[src/core/swc_pkg.sv]
// swc_pkg: constants and types for the switch command register block
// assumes a 16-bit register port with one-cycle read latency
package swc_pkg;
    localparam logic [15:0] SWC_CMD_OFFSET = 16'h0000;
    localparam int SWC_VER_MSB = 15;
    localparam int SWC_VER_LSB = 8;
    localparam int SWC_TEST_BIT = 7;
    localparam int SWC_CMD_MSB = 2;
    localparam int SWC_CMD_LSB = 0;
    localparam logic [2:0] SWC_CMD_STOP = 3'h0;
    localparam logic [2:0] SWC_CMD_ENABLE = 3'h7;
    localparam logic [2:0] SWC_CMD_RESET = 3'h0;
    localparam logic SWC_TEST_RESET = 1'b0;
    // version value is arbitrary: major 1, revision 0
    localparam logic [7:0] SWC_VERSION = 8'h10;
    localparam logic [15:0] SWC_RD_ZERO = 16'h0000;

    // register bus request
    typedef struct packed {
        logic [15:0] addr;
        logic [15:0] wdata;
        logic wr;
        logic rd;
    } swc_req_t;

    // engine states
    typedef enum logic [2:0] {
        SWC_ST_IDLE = 3'b001,
        SWC_ST_RUN = 3'b010,
        SWC_ST_DRAIN = 3'b100
    } swc_state_t;
endpackage

[src/core/swc_sync_reg.sv]
// swc_sync_reg: reset-to-constant storage register for command fields
// assumes a single clock and asynchronous active-low reset
`timescale 1ns/1ps
module swc_sync_reg import swc_pkg::*; #(
    parameter int W = 4,
    parameter logic [W-1:0] RST = '0
) (
    input wire logic core_clk,
    input wire logic reset_n,
    input wire logic load,
    input wire logic [W-1:0] d,
    output logic [W-1:0] q
);
    // load on write strobe
    always_ff @(posedge core_clk or negedge reset_n) begin
        if (!reset_n) begin
            q <= RST;
        end else if (load) begin
            q <= d;
        end
    end
endmodule // swc_sync_reg

[src/core/swc_cmd_reg.sv]
// swc_cmd_reg: command and version register, engine run control
// assumes the engine pulses cell_done at the end of each cell it handles
// assumes cell_active stays high while a cell is in flight
// assumes one-cycle strobes, never a write and a read together
// assumes read data are taken in the cycle after the read strobe
// Operation
// reserved bits are ignored on write and read back as zero.
// bits 15:8 read a fixed version, major nibble high, revision low.
// writes to the version field have no effect on it.
// test mode bit 7 resets to zero, is read/write, software keeps it zero.
// command field bits 2:0 resets to 000, 000 stops and 111 enables.
// software enables only after busy is clear and all setup is done.
// a stop waits until the cell in progress is finished.
// software restarts only after confirming busy is clear.
// software sets the secondary config register before the first command.
// command codes other than 000 and 111 leave the engine state unchanged.
`timescale 1ns/1ps
module swc_cmd_reg import swc_pkg::*; (
    input wire logic core_clk,
    input wire logic reset_n,
    input wire logic [15:0] reg_addr,
    input wire logic [15:0] reg_wdata,
    input wire logic reg_wr,
    input wire logic reg_rd,
    output logic [15:0] reg_rdata,
    input wire logic cell_active,
    input wire logic cell_done,
    output logic switch_enable,
    output logic engine_active_flag,
    output logic test_mode_bit
);
    // bus request and its decode
    swc_req_t req;
    logic hit;
    logic wr_hit;
    logic rd_hit;

    // write data fields and command decode
    logic [2:0] wr_cmd;
    logic wr_test;
    logic stop_cmd;
    logic go_cmd;

    // stored fields and the read word
    logic [2:0] cmd_q;
    logic test_q;
    logic [15:0] rd_word;

    // run control state
    swc_state_t state_r;
    swc_state_t state_nxt;

    // engine cell handshake
    logic drain_done;
    logic stop_now;

    // read data register
    logic [15:0] rdata_r;
    logic [15:0] rdata_nxt;

    // run control and test outputs with next values
    logic enable_r;
    logic enable_nxt;
    logic active_r;
    logic active_nxt;
    logic test_r;
    logic test_nxt;

    // bundle the bus request
    assign req = '{addr: reg_addr, wdata: reg_wdata, wr: reg_wr, rd: reg_rd};

    // address decode: one mapped word, every other address is refused
    always_comb begin
        hit = 1'b0;
        if (req.addr == SWC_CMD_OFFSET) begin
            hit = 1'b1;
        end else begin
            hit = 1'b0;
        end
    end

    // qualified strobes
    assign wr_hit = req.wr && hit;
    assign rd_hit = req.rd && hit;

    // write fields; version and reserved bits are never stored
    assign wr_cmd = req.wdata[SWC_CMD_MSB:SWC_CMD_LSB];
    assign wr_test = req.wdata[SWC_TEST_BIT];

    // command decode of the written field
    assign stop_cmd = wr_hit && (wr_cmd == SWC_CMD_STOP);
    assign go_cmd = wr_hit && (wr_cmd == SWC_CMD_ENABLE);

    // command field storage, reads back as written
    swc_sync_reg #(
        .W(3),
        .RST(SWC_CMD_RESET)
    ) u_cmd (
        .core_clk(core_clk),
        .reset_n(reset_n),
        .load(wr_hit),
        .d(wr_cmd),
        .q(cmd_q)
    );

    // test mode bit storage
    swc_sync_reg #(
        .W(1),
        .RST(SWC_TEST_RESET)
    ) u_test (
        .core_clk(core_clk),
        .reset_n(reset_n),
        .load(wr_hit),
        .d(wr_test),
        .q(test_q)
    );

    // read word: fixed version, test bit, zero reserved bits, command
    assign rd_word = {SWC_VERSION, test_q, 4'h0, cmd_q};

    // read data only for a mapped read, zero otherwise
    always_comb begin
        if (rd_hit) begin
            rdata_nxt = rd_word;
        end else begin
            rdata_nxt = SWC_RD_ZERO;
        end
    end

    // a cell ends on its done pulse, or is gone once cell_active drops
    assign drain_done = cell_done || !cell_active;

    // a stop with no cell in flight halts at once
    assign stop_now = stop_cmd && !cell_active;

    // run control: codes other than stop and enable keep the current state
    always_comb begin
        state_nxt = state_r;
        case (state_r)
            SWC_ST_IDLE: begin
                if (go_cmd) begin
                    state_nxt = SWC_ST_RUN;
                end
            end
            SWC_ST_RUN: begin
                if (stop_now) begin
                    state_nxt = SWC_ST_IDLE;
                end else if (stop_cmd) begin
                    state_nxt = SWC_ST_DRAIN;
                end
            end
            SWC_ST_DRAIN: begin
                if (go_cmd) begin
                    state_nxt = SWC_ST_RUN;
                end else if (drain_done) begin
                    state_nxt = SWC_ST_IDLE;
                end
            end
            default: begin
                state_nxt = SWC_ST_IDLE;
            end
        endcase
    end

    // run control levels follow the next state, test mode level follows the written bit
    assign enable_nxt = (state_nxt == SWC_ST_RUN);
    assign active_nxt = (state_nxt != SWC_ST_IDLE);
    assign test_nxt = wr_hit ? wr_test : test_r;

    // run control state register
    always_ff @(posedge core_clk or negedge reset_n) begin
        if (!reset_n) begin
            state_r <= SWC_ST_IDLE;
        end else begin
            state_r <= state_nxt;
        end
    end

    // read data register, zero between reads
    always_ff @(posedge core_clk or negedge reset_n) begin
        if (!reset_n) begin
            rdata_r <= SWC_RD_ZERO;
        end else begin
            rdata_r <= rdata_nxt;
        end
    end

    // switch enable level
    always_ff @(posedge core_clk or negedge reset_n) begin
        if (!reset_n) begin
            enable_r <= 1'b0;
        end else begin
            enable_r <= enable_nxt;
        end
    end

    // busy level, high while running or draining
    always_ff @(posedge core_clk or negedge reset_n) begin
        if (!reset_n) begin
            active_r <= 1'b0;
        end else begin
            active_r <= active_nxt;
        end
    end

    // test mode output copy
    always_ff @(posedge core_clk or negedge reset_n) begin
        if (!reset_n) begin
            test_r <= SWC_TEST_RESET;
        end else begin
            test_r <= test_nxt;
        end
    end

    // register read data straight from its flop
    assign reg_rdata = rdata_r;

    // run control levels straight from their flops
    assign switch_enable = enable_r;
    assign engine_active_flag = active_r;

    // test mode bit straight from its flop
    assign test_mode_bit = test_r;
endmodule // swc_cmd_reg

[config.mk]
export PLATFORM = sky130hd
export DESIGN_NAME = swc_cmd_reg
export DESIGN_NICKNAME = d
export VERILOG_FILES = /design/src/core/swc_pkg.sv /design/src/core/swc_sync_reg.sv /design/src/core/swc_cmd_reg.sv
export SDC_FILE = /design/constraint.sdc
export NUM_CORES = 1
export LEC_CHECK = 0
export ABC_AREA = 1
export BUFFER_PORTS_ARGS = -buffer_cell sky130_fd_sc_hd__clkbuf_2
export CORE_MARGIN = 2
export CORE_UTILIZATION = 31
export CTS_CLUSTER_SIZE = 14
export DETAILED_ROUTE_END_ITERATION = 8
export GPL_ROUTABILITY_DRIVEN = 0
export PLACE_DENSITY = 0.68
export SLEW_MARGIN = 10
export SYNTH_ARGS = -nofsm -noshare
export SYNTH_HDL_FRONTEND = slang
export SYNTH_SLANG_ARGS = --single-unit
[constraint.sdc]
create_clock -name core_clk -period 1.4 [get_ports core_clk]
set_input_delay 0.21 -clock core_clk [delete_from_list [all_inputs] [get_ports core_clk]]
set_output_delay 0.21 -clock core_clk [all_outputs]
set_load 0.03 [all_outputs]
After elaboration in Yosys (flattened, before gate mapping)
Index checks and enable logic that the tools add are counted.
W data, S select, Z words.
{ "totals": {"reg_bits": 22, "in_bits": 38} }
{ "classes": {"eq_ne": 6, "mux": 8, "reduce_logical": 9} }
{ "ops": {"columns": ["cell", "count"], "rows": [
  ["$logic_not A16 Y1", 1],
  ["$mux W3", 5],
  ["$mux W13", 1],
  ["$pmux W3 S3", 1],
  ["$eq A3 B2 Y1 const B", 2],
  ["$eq A3 B3 Y1 const B", 2],
  ["$logic_and A1 B1 Y1", 5],
  ["$eq A3 B1 Y1 const B", 1],
  ["$logic_not A3 Y1", 1],
  ["$ne A3 B1 Y1 const B", 1],
  ["$logic_not A1 Y1", 1],
  ["$logic_or A1 B1 Y1", 1],
  ["$mux W1", 1]
]} }

Depth between registers and ports, before layout
{ "logic_depth": {"depth_word": 8, "ltp_mapped": 9, "mapped_depth_nobuf": 9} }

Hierarchy
Synthesis repeated with hierarchy kept, for this count alone.
{ "unflattened": {"cells_unflattened": 102, "hier_area_um2": 803.3} }
{ "by_module_without_submodules": {"columns": ["mod", "cells_per_inst", "instances", "area_each_um2"], "rows": [
  ["swc_cmd_reg", 84, 1, 650.6],
  ["swc_sync_reg at u_cmd", 13, 1, 112.6],
  ["swc_sync_reg at u_test", 5, 1, 40.0]
]} }

Worst setup path before layout
OpenSTA, ideal clock, no wires.
{ "synth_timing": {"kind": "reg-to-reg", "startpoint": "reg state_r[0]", "endpoint": "reg active_r, in the netlist engine_active_flag", "setup_ns": 0.112, "n_path_buf": 0, "slack_ns": 0.307, "stages_incl_launch_ff": 8, "arrival_ns": 0.981, "cell_sequence": "dfstp_2 > inv_1 > nand3_1 > nand2_1 > a21oi_1 > nand2_1 > nand2_2 > inv_2"} }
{ "synth_between": {"elab_chain_cells": 4, "word_cells_on_any_way": 10, "classes_between": "eq/ne: 4; mux: 6"} }
{ "synth_lines": {"columns": ["element", "line", "source"], "rows": [
  ["start, declared", "swc_cmd_reg.sv:50", "swc_state_t state_r;"],
  ["start signal, assigned", "swc_cmd_reg.sv:175", "state_r <= state_nxt;"],
  ["$mux W3 (on tied branches)", "swc_cmd_reg.sv:155, swc_cmd_reg.sv:148", null],
  ["$mux W3 (on tied branches)", "swc_cmd_reg.sv:153, swc_cmd_reg.sv:146", null],
  ["$pmux W3 S3 (*)", "swc_cmd_reg.sv:139", "case (state_r)"],
  ["named net state_nxt[0]", "swc_cmd_reg.sv:51", "swc_state_t state_nxt;"],
  ["$ne A3 B1 Y1 (*)", "swc_cmd_reg.sv:167", "assign active_nxt = (state_nxt != SWC_ST_IDLE);"],
  ["named net active_nxt", "swc_cmd_reg.sv:65", "logic active_nxt;"],
  ["end signal, assigned", "swc_cmd_reg.sv:202", "active_r <= active_nxt;"],
  ["end, declared", "swc_cmd_reg.sv:64", "logic active_r;"]
]} }
Mark *: on every way through the listed nets, which the timed path passes. The rest lies on a longest branch.
A chain may end at the register's enable or synchronous reset.

Worst setup path in the final report
Ends and elaborated chain as after synthesis.

==> results.md <==
* Metal-1 WL at 560 µm
* Most frequent cells in the layout: clkbuf_2, inv_1, nand2_1, nor2_1, dfrtp_1
* # resized after CTS at 0
* CP Class: reg2reg
* Worst hold path stage count at 3
* Post-layout min period at approximately 1200 ps
* CTS tree: yes
* I/O Buffers at 33
* Pleak at 0.5711 nW
* IO Count at 57
* Reg-to-Reg Start: state_r[0]$_DFF_PN1_
* Mux contribution to synthesized area at 0
* Top-area cell type share of the netlist area at 0.4377
* Crit path max fanout at 3
* Setup Total Neg Slack at 0 ps
* Fin cells at approximately 160
* Vias in the first global route at approximately 570
* Met2 routed WL at a little under 600 µm
* Worst reg-to-reg path cell count at 7
* Core ar. at approximately 2200 µm²
* Clock Power Share at 0.346
* Kind of end point of the critical path: register
* Die height at ~53 µm
* Yosys reg bits at 14
* Sequential area share after synthesis at 0.4731
* Initial drt markers at 8
* Power Internal at 0.6019 mW
* Die width at around 53 µm
* Final setup violating endpoints at 0
* Sw frac at 0.2497
* Critical path launch point type: register
* Setup slack, reg-to-reg at 210 ps
* First-pass GRT wire length at around 2.2 mm
* Top routing layer in use: met4
* Initial core utilization at 0.3328
* Period utilisation layout at 0.8470
* Hold Crit Start: reg_wdata[7]
* Hold EP: u_test.q$_DFFE_PN0P_
* Htree depth at 1
* Layout area overhead at 27.10%
* CTS Hold Bufs at 1
* Filler cells at ~230
* RSZ-0062 raised after global routing: no
* Synthesized area per cell at 8.258 µm²
* Synth area leaders: dfrtp_1, buf_4, inv_1
* Worst-path clk slew at approximately 80 ps
* HPWL Detailed at 1.131 mm
* Vias after detailed routing at between 600 and 700
* Worst min-delay path class: in2reg
* Final Skew at 0.4646 ps
* # rows at 17
* VDD IR max at ~0.32 mV
* Routed length per instance at 8.535 µm
* Dpl ws at ~160 ps
* Clock Latency Late Sink at 270 ps
* Fmax achieved at 843.3 MHz
* Final worst setup slack at 214.1 ps
* All-layer global routing usage at 0.1094
* Inst Count DP at 150
* Status: complete, no violations
* Met3 WL at approximately 160 µm
* Yosys warning count at 0
* Final hold slack at 167.5 ps
* Switch Pwr at 0.2003 mW
* CTS Buffer Depth at 2
* CP Data Required Time at around 1600 ps
* Layout cells sized above 1 at 0.3622
* DRC Markers at 0
* Clk root buf: clkbuf_4
* Drt first pass iters at 4
* Initial antenna violation count at 0
* ANT nets after route at 0
* Nets at about 170
* Final hold violations at 0
* Remaining global-route overflow at 0
* Post-synthesis compound-gate area fraction at 0.06061
* Largest area contributor in the netlist: dfrtp_1
* Synth Area in Simple Gates at 0.2795
* Largest family of logic cells by synthesized area: simple AND/OR/NAND/NOR gates
* DIE AREA at roughly 2800 µm²
* Post-synthesis xor/xnor area fraction at 0
* Adder-cell share of the synthesized area at 0
* N_diodes at 0
* Cell variety after synth at 18
* Cells after Synth at 90
* Num CTS Buffers at 3
* Clock sink count at 14
* Critical path arrival at ~1400 ps
* Max-slew violation count at 0
* Commonest non-fill, non-tap cell in the layout: clkbuf_2
* R2r endpoint: engine_active_flag$_DFF_PN0_
* Setup Buffers After CTS at 0
* Post-Route WL at between 1 and 1.5 mm
* Comb pwr share at 0.144
* Post-Syn Area at 743.2 µm²
* Sequential share of power at 0.510
* Largest net degree at the start of global routing at 15
* PwrDens at about 850 nW/µm²
* Via density at 4.077
* Max Cap Viol at 0
[logic make-up (layout without fill, tap and decap cells)]
| family | after synthesis | count (layout) |
|---|---|---|
| flops | 14 | 14 |
| buf+inv | 25 | 52 |
| other cells | 1 | 11 |
| simple gates | 41 | 41 |
| compound gates | 9 | 9 |
[power by group through the flow]
stage | Combinational (mW) | Sequential (mW) | Clock [mW]
3_3_place_gp | 0.112 | 0.417 | 0
2_1_floorplan | 0.0845 | 0.420 | 0
6_report | 0.115 | 0.409 | 0.277
4_1_cts | 0.117 | 0.409 | 0.296
3_5_place_dp | 0.114 | 0.417 | 0
5_1_grt | 0.128 | 0.410 | 0.316
[per-layer routing]
layer,vias up,GRT usage
li1,328,-
met1,263,0.1294
met2,39,0.1833
met3,2,0.01977
met4,0,0.06410
met5,-,0
[final cells by class]
cell class	instances	area [µm²]	area share
well taps	28	35.03	0.03709
clock buffers	4	36.28	0.03841
repair buffers	34	175.2	0.1854
flip-flops and latches	14	351.6	0.3722
multi-input cells	61	294.0	0.3113
inverters	14	52.55	0.05563
[cells in the mapped netlist, drive strengths merged]
master   n
nand2   16
nor2    16
inv     14
dfrtp   13
buf     11
o21ai    8
nand3    6
nor3     2
a21oi    1
conb     1
dfstp    1
nand4    1
[flip-flops by register name (all words and copies together) (netlist names)]
register,flops
u_test.q,1
u_cmd.q,3
state_r,3
reg_rdata,5
engine_active_flag,1
switch_enable,1
[worst max path at each step]
stage	startpoint	endpoint	cells past startpoint
CTS	state_r[0]$_DFF_PN1_	engine_active_flag$_DFF_PN0_	7
floorplan	state_r[0]$_DFF_PN1_	engine_active_flag$_DFF_PN0_	7
finish	state_r[0]$_DFF_PN1_	engine_active_flag$_DFF_PN0_	7
detailed placement	reg_addr[1]	state_r[2]$_DFF_PN0_	9
global placement	reg_addr[1]	state_r[2]$_DFF_PN0_	9
global route	state_r[0]$_DFF_PN1_	engine_active_flag$_DFF_PN0_	7
[critical path: stages, from the launching register on]
cell and delay (ps):
dfstp_2 540, inv_1 50, nand3_1 120, nand2_1 90
a21oi_1 120, nand2_1 80, nand2_2 80, inv_2 30
[metrics by stage]
stage                     instance area, µm²  power (mW)  utilization
final                                  944.7      0.8022       0.4230
after global routing                   944.7      0.8543       0.4230
after CTS                              944.7      0.8217       0.4230
after global placement                 898.4      0.5294       0.4022
after detailed placement               898.4      0.5317       0.4022
after floorplan                        780.7      0.5048            -
Note: power is estimated with default switching activity, not from simulation.
